### src/core/sirq_map.svh
/*
  constants for the serial-module interrupt, return and wake-up logic:
  protocol mode codes, instruction timing counts and the vector default.
  assumes it is included by bare name from the package and the top module.
*/
`ifndef SIRQ_MAP_SVH
`define SIRQ_MAP_SVH

// protocol mode codes as driven by the serial module
`define SIRQ_MODE_SPI 2'h0
`define SIRQ_MODE_I2C 2'h1
`define SIRQ_MODE_UART 2'h2

// instruction timing: one instruction cycle is four system clocks
`define SIRQ_CLKS_PER_INSTR 4
// returns and vector calls take two instruction cycles
`define SIRQ_BRANCH_INSTRS 2
// cycles a branch holds the sequencer, minus one for the count load
`define SIRQ_BRANCH_LOAD 4'((`SIRQ_CLKS_PER_INSTR * `SIRQ_BRANCH_INSTRS) - 1)

// reset values
`define SIRQ_FLAG_RST 1'h0
`define SIRQ_GIE_RST 1'h0
`define SIRQ_CNT_RST 4'h0
`define SIRQ_MODE_RST 2'h0

// default vector address, width of the program counter
`define SIRQ_PC_W 12
`define SIRQ_VECTOR_DEF 12'h010

`endif

### src/core/sirq_pkg.sv
/*
  types for the serial-module interrupt logic: mode and sequencer enums
  and the packed state of the top module.
  assumes sirq_map.svh is on the include path.
*/
`include "sirq_map.svh"

package sirq_pkg;

  // protocol mode selected in the serial module
  typedef enum logic [1:0] {
    SIRQ_SPI = `SIRQ_MODE_SPI,
    SIRQ_I2C = `SIRQ_MODE_I2C,
    SIRQ_UART = `SIRQ_MODE_UART,
    SIRQ_MODE_RSVD = 2'h3
  } sirq_mode_e;

  // sequencer: idle, vector entry, return in progress
  typedef enum logic [1:0] {
    SIRQ_IDLE = 2'b00,
    SIRQ_ENTRY = 2'b01,
    SIRQ_RETURN = 2'b10
  } sirq_seq_e;

  // whole state of the top module
  typedef struct packed {
    sirq_seq_e seq;
    logic [3:0] cnt;
    logic req_flag;
    logic gie;
    logic in_service;
    logic ret_is_return_from_interrupt;
    logic vector_call;
    logic core_busy;
    logic pc_pop;
    logic [1:0] src_mode;
    logic [`SIRQ_PC_W-1:0] vector_addr;
  } sirq_state_s;

endpackage

### src/core/sirq_wake_detect.sv
/*
  rising-edge detector over a vector of interrupt request flags; gives a
  one-cycle registered wake pulse while the device is in a low-power mode.
  assumes the flags come from logic on the same clock.
*/
`timescale 1ns/100ps

module sirq_wake_detect #(
  parameter int W = 2
) (
  // clock and reset
  input wire logic clk,
  input wire logic rst_n,
  // flags and power state
  input wire logic [W-1:0] flags,
  input wire logic low_power,
  // registered wake pulse
  output logic wake
);

  typedef struct packed {
    logic [W-1:0] prev;
    logic wake;
  } sirq_wd_state_s;

  sirq_wd_state_s st_reg;
  sirq_wd_state_s st_next;
  logic [W-1:0] rise;

  // per-flag low-to-high detect; enables are not looked at
  genvar gi;
  generate
    for (gi = 0; gi < W; gi++) begin : g_rise
      assign rise[gi] = flags[gi] & ~st_reg.prev[gi];
    end
  endgenerate

  // a flag already high before sleep never rises, so it cannot wake
  always_comb begin
    st_next = st_reg;
    st_next.prev = flags;
    st_next.wake = low_power & (|rise);
  end

  // state register
  always_ff @(posedge clk or negedge rst_n) begin
    if (!rst_n) begin
      st_reg <= '0;
    end else begin
      st_reg <= st_next;
    end
  end

  assign wake = st_reg.wake;

endmodule

### src/core/sirq_top.sv
/*
  serial-module interrupt request, vectoring, return and wake-up logic.
  holds the shared request flag and the global enable, tells the core
  sequencer when to call the vector and times both return instructions.
  assumes every input comes from logic on clk: the serial module engines,
  the core sequencer and the software write decode.
*/
`timescale 1ns/100ps

`include "sirq_map.svh"

module sirq_top #(
  parameter logic [`SIRQ_PC_W-1:0] VECTOR_ADDR = `SIRQ_VECTOR_DEF,
  parameter int OTHER_W = 1
) (
  // clock and reset
  input wire logic clk,
  input wire logic rst_n,
  // serial module mode
  input wire logic [1:0] mode,
  // spi and i2c events, one-cycle pulses
  input wire logic byte_done,
  input wire logic i2c_addr_match,
  input wire logic i2c_bus_timeout,
  // uart events, one-cycle pulses
  input wire logic uart_tx_empty,
  input wire logic uart_tx_idle,
  input wire logic uart_rx_avail,
  input wire logic uart_rx_overrun,
  input wire logic uart_addr_det,
  input wire logic uart_rx_wake,
  // software writes, one-cycle pulses
  input wire logic sw_flag_set,
  input wire logic sw_flag_clr,
  input wire logic sw_gie_set,
  input wire logic sw_gie_clr,
  // software enable level
  input wire logic serial_module_irq_en,
  // core sequencer
  input wire logic instr_boundary,
  input wire logic stack_full,
  input wire logic return_from_interrupt,
  input wire logic plain_return,
  // power state and the other sources' request flags
  input wire logic low_power,
  input wire logic [OTHER_W-1:0] other_req_flags,
  // flag and enable state
  output logic serial_module_req_flag,
  output logic global_irq_en,
  output logic in_service,
  output logic [1:0] src_mode,
  // to the core sequencer
  output logic vector_call,
  output logic [`SIRQ_PC_W-1:0] vector_addr,
  output logic core_busy,
  output logic pc_pop,
  // wake request
  output logic wake_up
);

  sirq_pkg::sirq_state_s st_reg;
  sirq_pkg::sirq_state_s st_next;
  sirq_pkg::sirq_mode_e mode_e;
  logic spi_i2c_evt;
  logic uart_evt;
  logic hw_set;
  logic take_irq;
  logic [OTHER_W:0] wake_flags;

  assign mode_e = sirq_pkg::sirq_mode_e'(mode);

  // event sources, gated by the selected protocol mode
  always_comb begin
    spi_i2c_evt = byte_done | i2c_addr_match | i2c_bus_timeout;
    uart_evt = uart_tx_empty | uart_tx_idle | uart_rx_avail |
               uart_rx_overrun | uart_addr_det | uart_rx_wake;
    unique case (mode_e)
      sirq_pkg::SIRQ_SPI: begin
        hw_set = spi_i2c_evt;
      end
      sirq_pkg::SIRQ_I2C: begin
        hw_set = spi_i2c_evt;
      end
      sirq_pkg::SIRQ_UART: begin
        hw_set = uart_evt;
      end
      default: begin
        // reserved mode code raises nothing
        hw_set = 1'b0;
      end
    endcase
  end

  // vector entry decision, taken only at an instruction boundary
  always_comb begin
    // low enable just holds the flag
    take_irq = (st_reg.seq == sirq_pkg::SIRQ_IDLE) & instr_boundary &
               st_reg.gie & serial_module_irq_en & st_reg.req_flag &
               ~stack_full;
  end

  // next state of flag, enable and sequencer
  always_comb begin
    st_next = st_reg;
    st_next.vector_call = 1'b0;
    st_next.pc_pop = 1'b0;

    // set regardless of enable; held until a software clear or a vector entry
    // set beats clear so an event in the clearing cycle is kept
    st_next.req_flag = (st_reg.req_flag & ~sw_flag_clr & ~take_irq) |
                       hw_set | sw_flag_set;

    // software access to the global enable
    if (sw_gie_set) begin
      st_next.gie = 1'b1;
    end else if (sw_gie_clr) begin
      st_next.gie = 1'b0;
    end

    unique case (st_reg.seq)
      sirq_pkg::SIRQ_IDLE: begin
        if (take_irq) begin
          // entry drops the global enable
          // entry wins over a software set in the same cycle
          st_next.gie = 1'b0;
          // call pushes the program counter only
          st_next.vector_call = 1'b1;
          st_next.in_service = 1'b1;
          // uart status left to the uart itself
          st_next.src_mode = mode;
          st_next.seq = sirq_pkg::SIRQ_ENTRY;
          st_next.cnt = `SIRQ_BRANCH_LOAD;
          st_next.core_busy = 1'b1;
        end else if (return_from_interrupt | plain_return) begin
          st_next.seq = sirq_pkg::SIRQ_RETURN;
          st_next.cnt = `SIRQ_BRANCH_LOAD;
          st_next.core_busy = 1'b1;
          st_next.ret_is_return_from_interrupt = return_from_interrupt;
        end
      end
      sirq_pkg::SIRQ_ENTRY: begin
        // the call itself occupies two instruction cycles
        if (st_reg.cnt == `SIRQ_CNT_RST) begin
          st_next.seq = sirq_pkg::SIRQ_IDLE;
          st_next.core_busy = 1'b0;
        end else begin
          st_next.cnt = st_reg.cnt - 4'h1;
        end
      end
      sirq_pkg::SIRQ_RETURN: begin
        if (st_reg.cnt == `SIRQ_CNT_RST) begin
          st_next.seq = sirq_pkg::SIRQ_IDLE;
          st_next.core_busy = 1'b0;
          st_next.pc_pop = 1'b1;
          st_next.in_service = 1'b0;
          if (st_reg.ret_is_return_from_interrupt) begin
            st_next.gie = 1'b1;
          end
          // plain return keeps the enable as it is
        end else begin
          st_next.cnt = st_reg.cnt - 4'h1;
        end
      end
      default: begin
        // unused code, recover to idle
        st_next.seq = sirq_pkg::SIRQ_IDLE;
        st_next.core_busy = 1'b0;
        st_next.cnt = `SIRQ_CNT_RST;
      end
    endcase
  end

  // state register
  always_ff @(posedge clk or negedge rst_n) begin
    if (!rst_n) begin
      st_reg.seq <= sirq_pkg::SIRQ_IDLE;
      st_reg.cnt <= `SIRQ_CNT_RST;
      st_reg.req_flag <= `SIRQ_FLAG_RST;
      st_reg.gie <= `SIRQ_GIE_RST;
      st_reg.in_service <= 1'b0;
      st_reg.ret_is_return_from_interrupt <= 1'b0;
      st_reg.vector_call <= 1'b0;
      st_reg.core_busy <= 1'b0;
      st_reg.pc_pop <= 1'b0;
      st_reg.src_mode <= `SIRQ_MODE_RST;
      st_reg.vector_addr <= VECTOR_ADDR;
    end else begin
      st_reg <= st_next;
    end
  end

  // wake detection over this flag and the other sources' flags
  // note: registered, so it needs clk running; an osc-stopped wake
  // must be built from these flags outside this clock domain
  assign wake_flags = {other_req_flags, st_reg.req_flag};

  // a flag set before sleep cannot rise
  sirq_wake_detect #(
    .W(OTHER_W + 1)
  ) u_wake (
    .clk(clk),
    .rst_n(rst_n),
    .flags(wake_flags),
    .low_power(low_power),
    .wake(wake_up)
  );

  // outputs straight from the state register
  assign serial_module_req_flag = st_reg.req_flag;
  assign global_irq_en = st_reg.gie;
  assign in_service = st_reg.in_service;
  assign src_mode = st_reg.src_mode;
  assign vector_call = st_reg.vector_call;
  assign vector_addr = st_reg.vector_addr;
  assign core_busy = st_reg.core_busy;
  assign pc_pop = st_reg.pc_pop;

endmodule

### config.mk
export PLATFORM = sky130hd
export DESIGN_NAME = sirq_top
export DESIGN_NICKNAME = d
export VERILOG_FILES = /design/src/core/sirq_pkg.sv /design/src/core/sirq_wake_detect.sv /design/src/core/sirq_top.sv
export VERILOG_INCLUDE_DIRS = /design/src /design/src/core
export SDC_FILE = /design/constraint.sdc
export NUM_CORES = 1
export LEC_CHECK = 0
export ABC_CLOCK_PERIOD_IN_PS = 3500
export BUFFER_PORTS_ARGS = -buffer_cell sky130_fd_sc_hd__buf_4
export CORE_MARGIN = 5
export CORE_UTILIZATION = 50
export CTS_BUF_LIST = sky130_fd_sc_hd__clkbuf_16
export DETAILED_ROUTE_END_ITERATION = 12
export GPL_ROUTABILITY_DRIVEN = 0
export PLACE_DENSITY = 0.93
export SYNTH_ARGS = -nofsm -noshare
export SYNTH_HDL_FRONTEND = slang
export SYNTH_SLANG_ARGS = --single-unit
export TNS_END_PERCENT = 100
### constraint.sdc
create_clock -name clk -period 3.5 [get_ports clk]
set_clock_uncertainty 0.2 [all_clocks]
set_input_delay 0.7 -clock clk [delete_from_list [all_inputs] [get_ports clk]]
set_output_delay 0.7 -clock clk [all_outputs]
set_load 0.02 [all_outputs]
==> flow_metrics.tcl, run 1 <==
set metrics [dict create \
    period_share_pct 66.5 \
    die_area_sq_mm 0.00313 \
    synth-seq-cells 18 \
    whs_ns 0.112 \
    finalNetCount 172 \
    grt_pass1_vias 819 \
    layout_common_cells "buf_4 (32), dfrtp_1 (18), conb_1 (12)" \
    grt.total_usage_pct 14.2 \
    io_buffers 32 \
    arrival_ns 2.25 \
    largest_register_ffs 7 \
    hold_violations 0 \
    clkSinkCount 18 \
    slew_headroom_pct 58.8 \
    ios 45 \
    layout.cells.most_common "buf_4" \
    area_growth_pct 26.3 \
    startpoint_type "flop" \
    antenna_found_initial 0 \
    drc 0 \
    cts-hold-fix-buffers 0 \
    tightest_slew_ns 0.614 \
    cp_slowest_cell "nor3_1" \
    post_cts_buffers 0 \
    drt-vias-per-instance 4.92 \
    cts.reportedPaths.clkPinSlew_ns 0.05 \
    cp_common_cell "nor3_1" \
    critPathRequiredTime_ns 3.42 \
    start_util_pct 53.3 \
    cts_root_buf "clkbuf_16" \
    end_kind "flop" \
    fin_crit_ns 2.33 \
    yosysTopAreaCell "dfrtp_1" \
    status "complete, no violations" \
    postRouteAntennaNets 0 \
    fin_setup_tns_ns 0 \
    avgSynthCellArea_sq_um 9.69 \
    routed_wl_um 2140 \
    p_leak_uw 0.000694 \
    yosysTopAreaCellShare_pct 42.7 \
    diodes 0 \
    core_sq_mm 0.00198 \
    peakVddDrop_mv 0.587 \
    rsz0062_at_grt "false" \
    min_path_type "in -> async" \
    grt_max_degree 19 \
    fp-row-count 16 \
    clock.fmax_ghz 0.430 \
    clk_latency_ns 0.25 \
    critical_path.max_stage_delay_ns 0.54 \
    synthDistinctLibCells 31 \
    fin_cells 167 \
    grt_pass1_wl_um 3490 \
    vias 822 \
    synth_seq_area_share_pct 42.7 \
    cts_tree "done" \
    die_height_um 56.0 \
    fillers 163 \
    slew_violations 0 \
    synthCells 109 \
    synth.area.top_cells "dfrtp_1 (43%), buf_4 (11%), ha_1 (8.3%)" \
    cap_viol_max_count 0 \
    placedCellCount 163 \
    power_uw 1010 \
    cts_buffers 3 \
    setup_viol 0 \
    dpl-instance-area_sq_mm 0.00125 \
    die_w_um 56.0 \
    h-tree-depth 1 \
    worstSetupPathType "reg -> reg" \
    drive_gt1_share_pct 32.9 \
    dp.final_hpwl_um 1740 \
    crit_chain "inv_1 > ha_1 > inv_2 > nor3_1 > nor3_1 > or4_1" \
    finish.instance_area_sq_mm 0.00133 \
    syn_area_sq_mm 0.00106 \
    crit_fanout 9 \
    drtIter0Drc 3 \
    avgRoutedWirePerCell_um 12.8 \
    dr.pass1.iters 4 \
    grt_overflow 0 \
    clk_path_buf_depth 2 \
    post_cts_resized 0 \
    ff2ff_setup_slack_ns 1.17 \
    synth_warnings 0 \
    power_density_mw_per_mm2 760 \
]
## cell usage after synthesis
cell type	count
nand3_1	1
a211oi_1	1
ha_1	7
inv_2	1
nor3_2	1
a32o_1	1
nand4_1	1
a21o_1	1
xor2_1	1
a22oi_1	2
dfrtp_1	18
nor3b_1	2
and2_1	1
nand2_1	9
or3b_2	1
nor2_1	6
o21ai_0	3
o2bb2ai_1	1
nor3_1	5
a21oi_1	6
nand2b_1	1
conb_1	2
mux2_2	6
inv_1	9
or4_4	1
buf_4	15
or2_2	1
o211ai_1	1
or4_1	1
o22ai_1	2
and3_1	1
## layout make-up
| class | count | area [sq um] | share of cell area, % |
|---|---|---|---|
| timing repair buffer | 32 | 240 | 18.0 |
| clock inverter | 1 | 3.75 | 0.281 |
| tap | 27 | 33.8 | 2.53 |
| sequential | 18 | 450 | 33.8 |
| inverter | 10 | 37.5 | 2.81 |
| multi-input combinational | 76 | 493 | 37.0 |
| clock buffer | 3 | 75.1 | 5.63 |
## final timing paths
check                      depth (start not counted)                               end                             start
setup / recovery                                   6  serial_module_req_flag$_DFF_PN0_            st_reg[25]$_DFFE_PN0P_
hold / removal                                     1             core_busy$_DFFE_PN0P_                             rst_n
setup reg to reg                                   6  serial_module_req_flag$_DFF_PN0_            st_reg[25]$_DFFE_PN0P_
hold reg to reg                                    0        u_wake.st_reg[1]$_DFF_PN0_  serial_module_req_flag$_DFF_PN0_
max in group asynchronous                          1            st_reg[26]$_DFFE_PN0P_                             rst_n
min in group clk                                   0        u_wake.st_reg[1]$_DFF_PN0_  serial_module_req_flag$_DFF_PN0_
## worst max-delay path: cells and delay by family (launching register included)
kind | cells | cell delay [ns]
buffers and inverters | 2 | 0.20
flip-flops | 1 | 0.41
adder cells (fa/ha/maj) | 1 | 0.37
AND/OR/NAND/NOR | 3 | 1.02
## metrics by stage
step / util [%] / worst slack [ns]
finish: 67.3 / 1.17
floorplan: - / 1.31
global placement: 63.3 / 1.19
CTS: 67.3 / 1.15
global route: 67.3 / 0.991
detailed placement: 63.3 / 1.15
## power by group
| part | switching [uW] | leakage [uW] | internal, uW | total (uW) |
|---|---|---|---|---|
| combinational | 249 | 0.000439 | 209 | 458 |
| clock | 76.8 | 0.0000385 | 152 | 229 |
| sequential | 50.5 | 0.000216 | 277 | 328 |
## metal layers
metal | wire (um) | up-vias | share of wire, % | track usage, %
met5 | 0 | - | 0 | 0
met4 | 40 | 0 | 1.9 | 7.12
met3 | 217 | 6 | 10 | 5.34
met2 | 1060 | 43 | 50 | 24.5
met1 | 819 | 372 | 38 | 15.0
li1 | - | 401 | - | -
## logic make-up after synthesis
family / synth area share (%)
xor+xnor: 0.830
simple gates: 16.1
mux: 6.40
fa+ha+maj: 8.29
buf+inv: 14.2
flops: 42.7
other cells: 0.711
compound gates: 10.8
No activity file was read; power rests on OpenSTA's default activity.
==> run 2, diff against run 1 <==
Settings changed: ABC_AREA from default to 1, ABC_CLOCK_PERIOD_IN_PS 3500 to 2400, CORE_UTILIZATION 50 to 47, PLACE_DENSITY 0.93 to 0.88.
Clock period 3.5 ns to 2.4 ns, I/O delays scaled along.
==> run 2 against run 1 <==
  * Register-to-register slack got worse by 0.57 ns
  * Fmax increased by 29%
  * Combinational power grew 42%
  * Largest cell class unchanged
  * Area after synthesis rose by 4.9%
  * Hold slack improved by 0.039 ns
==> flow_metrics.tcl, run 2 <==
set metrics [dict create \
    start_util_pct 49.6 \
    cts_tree "done" \
    postRouteAntennaNets 0 \
    r2r_end "st_reg[25]$_DFFE_PN0P_" \
    syn_area_sq_mm 0.00111 \
    crit_fanout 9 \
    grt_pass1_vias 864 \
    startpoint_type "flop" \
    largest_register_ffs 7 \
    area_growth_pct 26.8 \
    setup_viol 0 \
    post_cts_buffers 0 \
    async_flop_share_pct 100 \
    synth_top_family_by_area "simple AND/OR/NAND/NOR gates" \
    fin_crit_ns 1.80 \
    synth_xor_area_share_pct 0 \
    synth_compound_area_share_pct 3.73 \
    synth_fa_ha_area_share_pct 7.91 \
    fp-row-count 17 \
    layout.cells.most_common "nand2_1" \
    die_area_sq_mm 0.00343 \
    slew_violations 0 \
    io_buffers 32 \
    cp_slowest_cell "dfrtp_1" \
    arrival_ns 1.74 \
    synth_warnings 0 \
    cts_buffers 3 \
    drc 0 \
    ios 45 \
    finish.instance_area_sq_mm 0.00140 \
    vias 968 \
    fin_util_pct 62.9 \
    critPathRequiredTime_ns 2.34 \
    grt_max_degree 19 \
    placedCellCount 198 \
    drtIter0Drc 18 \
    crit_chain "inv_1 > ha_1 > nand2_2 > inv_2 > nand3_4 > nand3_4 > nand2_1 > nand2_1 > nand2_1" \
    cap_viol_max_count 0 \
    cts_root_buf "clkbuf_16" \
    synth_top_flop_cell "dfrtp_1" \
    grt_overflow 0 \
    p_leak_uw 0.000791 \
    dpl-instance-area_sq_mm 0.00132 \
    power_uw 1440 \
    hold_end "u_wake.st_reg[2]$_DFF_PN0_" \
    worstSetupPathType "reg -> reg" \
    path_buf_inv 2 \
    fin_setup_tns_ns 0 \
    grt.total_usage_pct 14.0 \
    dr.pass1.iters 4 \
    muxShareOfSynthArea_pct 0 \
    synthCells 142 \
    core_sq_mm 0.00223 \
    hold_violations 0 \
    clkSinkCount 18 \
    rsz0062_at_grt "false" \
    min_path_type "in -> reg" \
    ff2ff_setup_slack_ns 0.60 \
    critical_path.max_stage_delay_ns 0.41 \
    synth-simple-area-share_pct 31.8 \
    finalNetCount 207 \
    clk_path_buf_depth 2 \
    netlist_top_cells_count "nand2_1 (39), dfrtp_1 (18), inv_1 (16)" \
    reg2reg_depth 9 \
    r2r_start "st_reg[25]$_DFFE_PN0P_" \
    clock.fmax_ghz 0.556 \
    drive_gt1_share_pct 24.0 \
    die_w_um 58.5 \
    synth-seq-cells 18 \
    peakVddDrop_mv 0.523 \
    period_share_pct 74.9 \
    routed_wl_um 2300 \
    synth-edff-count 0 \
    yosysTopAreaCell "dfrtp_1" \
    post-synth-top-count-cell "nand2_1" \
    status "complete, no violations" \
    crit_family "simple AND/OR/NAND/NOR gates" \
    antenna_found_initial 0 \
    diodes 0 \
    clk_latency_ns 0.25 \
    worstHoldStart "other_req_flags" \
    fin_cells 203 \
    grt_pass1_wl_um 3790 \
    avgRoutedWirePerCell_um 11.3 \
    synth.area.top_cells "dfrtp_1 (41%), nand2_1 (13%), buf_4 (9.5%)" \
    dp.final_hpwl_um 1910 \
    drt-vias-per-instance 4.77 \
    path_depth 9 \
    avgSynthCellArea_sq_um 7.80 \
    layout_common_cells "nand2_1 (39), buf_4 (32), dfrtp_1 (18)" \
    die_height_um 58.5 \
    yosysTopAreaCellShare_pct 40.7 \
    cts.reportedPaths.clkPinSlew_ns 0.05 \
    power_density_mw_per_mm2 1030 \
    synthDistinctLibCells 19 \
    cp_common_cell "nand2_1" \
    synth_seq_area_share_pct 40.7 \
    h-tree-depth 1 \
    end_kind "flop" \
    whs_path_depth 1 \
]
-- run 2: cell count changes in the layout (fill, tap and decap cells not counted), sizes merged, moves of 2 or more --
cell	previous run	this run
a22oi	2	0
mux2	6	0
o21ai	3	7
nor3b	2	0
a21oi	6	0
nand2	9	41
nand3	1	14
nor2	6	16
nor3	6	1
or4	2	0
inv	10	17
-- run 2: kinds of logic after synthesis --
family	count (synthesis)
fa+ha+maj	7
flops	18
simple gates	76
other cells	2
compound gates	8
buf+inv	31
-- run 2: what timing repair did --
action | 4_1_cts | 5_1_grt
hold buffers | 1 | 0
gates resized for setup | 0 | 0
hold endpoints to repair | 18 | 0
-- run 2: how the worst max path moves through the flow --
stage	startpoint	endpoint	slack (ns)
floorplan	st_reg[25]$_DFFE_PN0P_	st_reg[25]$_DFFE_PN0P_	0.77
global placement	st_reg[25]$_DFFE_PN0P_	st_reg[26]$_DFFE_PN0P_	0.68
detailed placement	st_reg[25]$_DFFE_PN0P_	st_reg[25]$_DFFE_PN0P_	0.58
CTS	st_reg[25]$_DFFE_PN0P_	st_reg[25]$_DFFE_PN0P_	0.58
global route	st_reg[25]$_DFFE_PN0P_	st_reg[25]$_DFFE_PN0P_	0.41
finish	st_reg[25]$_DFFE_PN0P_	st_reg[25]$_DFFE_PN0P_	0.60
-- run 2: cell type report --
cell class                      instances  area [sq um]
Multi-Input combinational cell        103           526
Clock buffer                            3          75.1
Tap cell                               28          35.0
Sequential cell                        18           450
Clock inverter                          1          3.75
Inverter                               17          63.8
Fill cell                             186           830
Timing Repair Buffer                   33           250
-- run 2: per-stage QoR --
stage	hold WS (ns)	setup WS [ns]
3_3_place_gp	0.157	0.683
6_report	0.150	0.602
3_5_place_dp	0.165	0.580
5_1_grt	0.152	0.406
2_1_floorplan	-0.0156	0.772
4_1_cts	0.150	0.576
-- run 2: routing by layer --
metal | up-vias | global-route usage (%) | part of all wire (%)
met1 | 449 | 16.7 | 38
met3 | 5 | 4.82 | 11
met2 | 35 | 23.8 | 49
met4 | 0 | 4.30 | 1.1
met5 | - | 0 | 0
li1 | 479 | - | -
-- run 2: worst register-to-register path: cells and delay by family, from the launching register on --
kind,cells,cell delay (ns)
fa+ha+maj,1,0.32
buf+inv,2,0.20
flops,1,0.41
simple gates,6,0.58
-- run 2: power by group --
group	switching [uW]	total [uW]	internal, uW
logic	405	652	247
registers	63.8	463	399
clock network	108	329	221
==> run 3, diff against run 2 <==
Settings changed: ABC_CLOCK_PERIOD_IN_PS 2400 to 1600, CORE_UTILIZATION 47 to 43, PLACE_DENSITY 0.88 to 0.85.
Clock period 2.4 ns to 1.6 ns, I/O delays scaled along.
==> run 3 against run 2 <==
  * Register-to-register slack worse by 0.58 ns
  * Highest routed layer unchanged
  * Sequential share of layout area down 2.2 points
  * Die area up 7.7%
  * Via count up 9.6%
  * First-iteration DRC count rose to 3.2 times the previous value
  * Non-clock buffer count up 9
  * Count of clock-buffer cells in the layout unchanged
  * Critical path type unchanged
  * Clock power up 55%
  * Cell count up 5.9%
==> flow_metrics.tcl, run 3 (synthesized netlist as in run 2, its figures left out) <==
set metrics [dict create \
    io_buffers 32 \
    avgRoutedWirePerCell_um 14.1 \
    grt_pass1_wl_um 4210 \
    grt.total_usage_pct 15.9 \
    power_density_mw_per_mm2 1590 \
    end_kind "flop" \
    vias 1061 \
    arrival_ns 1.54 \
    startpoint_type "flop" \
    status "complete, no violations" \
    cts_tree "done" \
    setup_viol 0 \
    largest_register_ffs 7 \
    worstSetupPathType "reg -> reg" \
    cap_viol_max_count 0 \
    area_growth_pct 36.0 \
    fin_crit_ns 1.58 \
    cts_buffers 3 \
    fillers 201 \
    slew_violations 0 \
    clkSinkCount 18 \
    ff2ff_setup_slack_ns 0.02 \
    postRouteAntennaNets 0 \
    drtIter0Drc 58 \
    rsz0062_at_grt "true" \
    ios 45 \
    power_uw 2400 \
    grt_overflow 0 \
    drc 0 \
    fin_setup_tns_ns 0 \
    finalNetCount 217 \
    grt_max_degree 19 \
    hold_violations 0 \
    clk_path_buf_depth 2 \
    grt_pass1_vias 947 \
    dp.final_hpwl_um 1960 \
    clock.fmax_ghz 0.632 \
    diodes 0 \
    critPathRequiredTime_ns 1.56 \
    start_util_pct 44.7 \
    drive_gt1_share_pct 30.8 \
    cts_root_buf "clkbuf_16" \
    layout.cells.most_common "buf_4" \
    clk_latency_ns 0.25 \
    min_path_type "in -> reg" \
    period_share_pct 98.8 \
    die_area_sq_mm 0.00369 \
    antenna_found_initial 0 \
    die_height_um 60.7 \
    cts.reportedPaths.clkPinSlew_ns 0.05 \
    p_leak_uw 0.000835 \
    layout_common_cells "buf_4 (40), nand2_1 (38), dfrtp_1 (18)" \
    routed_wl_um 3030 \
    core_sq_mm 0.00248 \
    die_w_um 60.7 \
    fp-row-count 18 \
    drt-vias-per-instance 4.93 \
    h-tree-depth 1 \
    peakVddDrop_mv 0.863 \
    crit_fanout 6 \
    dr.pass1.iters 5 \
]
[run 3: path summary, 6_finish.rpt]
path                            depth (start not counted)                          endpoint                        startpoint
worst max-delay path                                    7           src_mode[0]$_DFFE_PN0P_            st_reg[26]$_DFFE_PN0P_
worst min-delay path                                    3  serial_module_req_flag$_DFF_PN0_                       sw_flag_set
worst max register to register                          7           src_mode[0]$_DFFE_PN0P_            st_reg[26]$_DFFE_PN0P_
worst min register to register                          0        u_wake.st_reg[1]$_DFF_PN0_  serial_module_req_flag$_DFF_PN0_
max in group asynchronous                               2            st_reg[17]$_DFFE_PN0P_                             rst_n
min in group asynchronous                               2           global_irq_en$_DFF_PN0_                             rst_n
[run 3: where the power goes]
group	switching, uW	internal [uW]
clock	177	333
combinational	714	479
sequential	97.1	599
[run 3: worst max-delay path: stages (launching register included)]
cell     delay, ns
dfrtp_1       0.39
inv_2         0.10
ha_4          0.15
nand2_2       0.08
inv_2         0.08
nand3_4       0.13
buf_4         0.18
o21ai_0       0.18
[run 3: layout make-up]
class / count / area (sq um) / share of cell area (%)
Inverter: 17 / 63.8 / 4.24
Clock buffer: 3 / 75.1 / 4.98
Tap cell: 30 / 37.5 / 2.49
Clock inverter: 1 / 3.75 / 0.249
Timing Repair Buffer: 42 / 320 / 21.3
Multi-Input combinational cell: 104 / 556 / 36.9
Sequential cell: 18 / 450 / 29.9
[run 3: timing repair]
action                                  in CTS  in global routing
endpoints found under the hold margin       19                  0
hold buffers                                 2                  0
setup buffers                                0                  4
pin swaps                                    1                  2
endpoints found under the setup margin       5                 10
resized for setup                            3                  6
gates cloned                                 0                  1
[run 3: stage by stage]
| step | worst slack (ns) | std cells | area (sq um) | utilization (%) | hold WS (ns) |
|---|---|---|---|---|---|
| final | 0.0188 | 215 | 1510 | 60.8 | 0.0661 |
| after global routing | -0.0570 | 215 | 1510 | 60.8 | 0.0928 |
| after CTS | 0.00373 | 210 | 1450 | 58.7 | 0.0649 |
| after detailed placement | -0.0171 | 204 | 1350 | 54.5 | -0.00103 |
| after global placement | 0.0570 | 204 | 1350 | 54.5 | -0.00114 |
| after floorplan | 0.0267 | 152 | 1150 | - | -0.176 |
[run 3: per-layer routing]
layer  share of wire [%]  up-vias  track usage, %
li1                    -      502               -
met1                  35      495            18.9
met2                  54       53            25.8
met3                 6.8       11            1.91
met4                 4.0        0            12.4
met5                   0        -               0
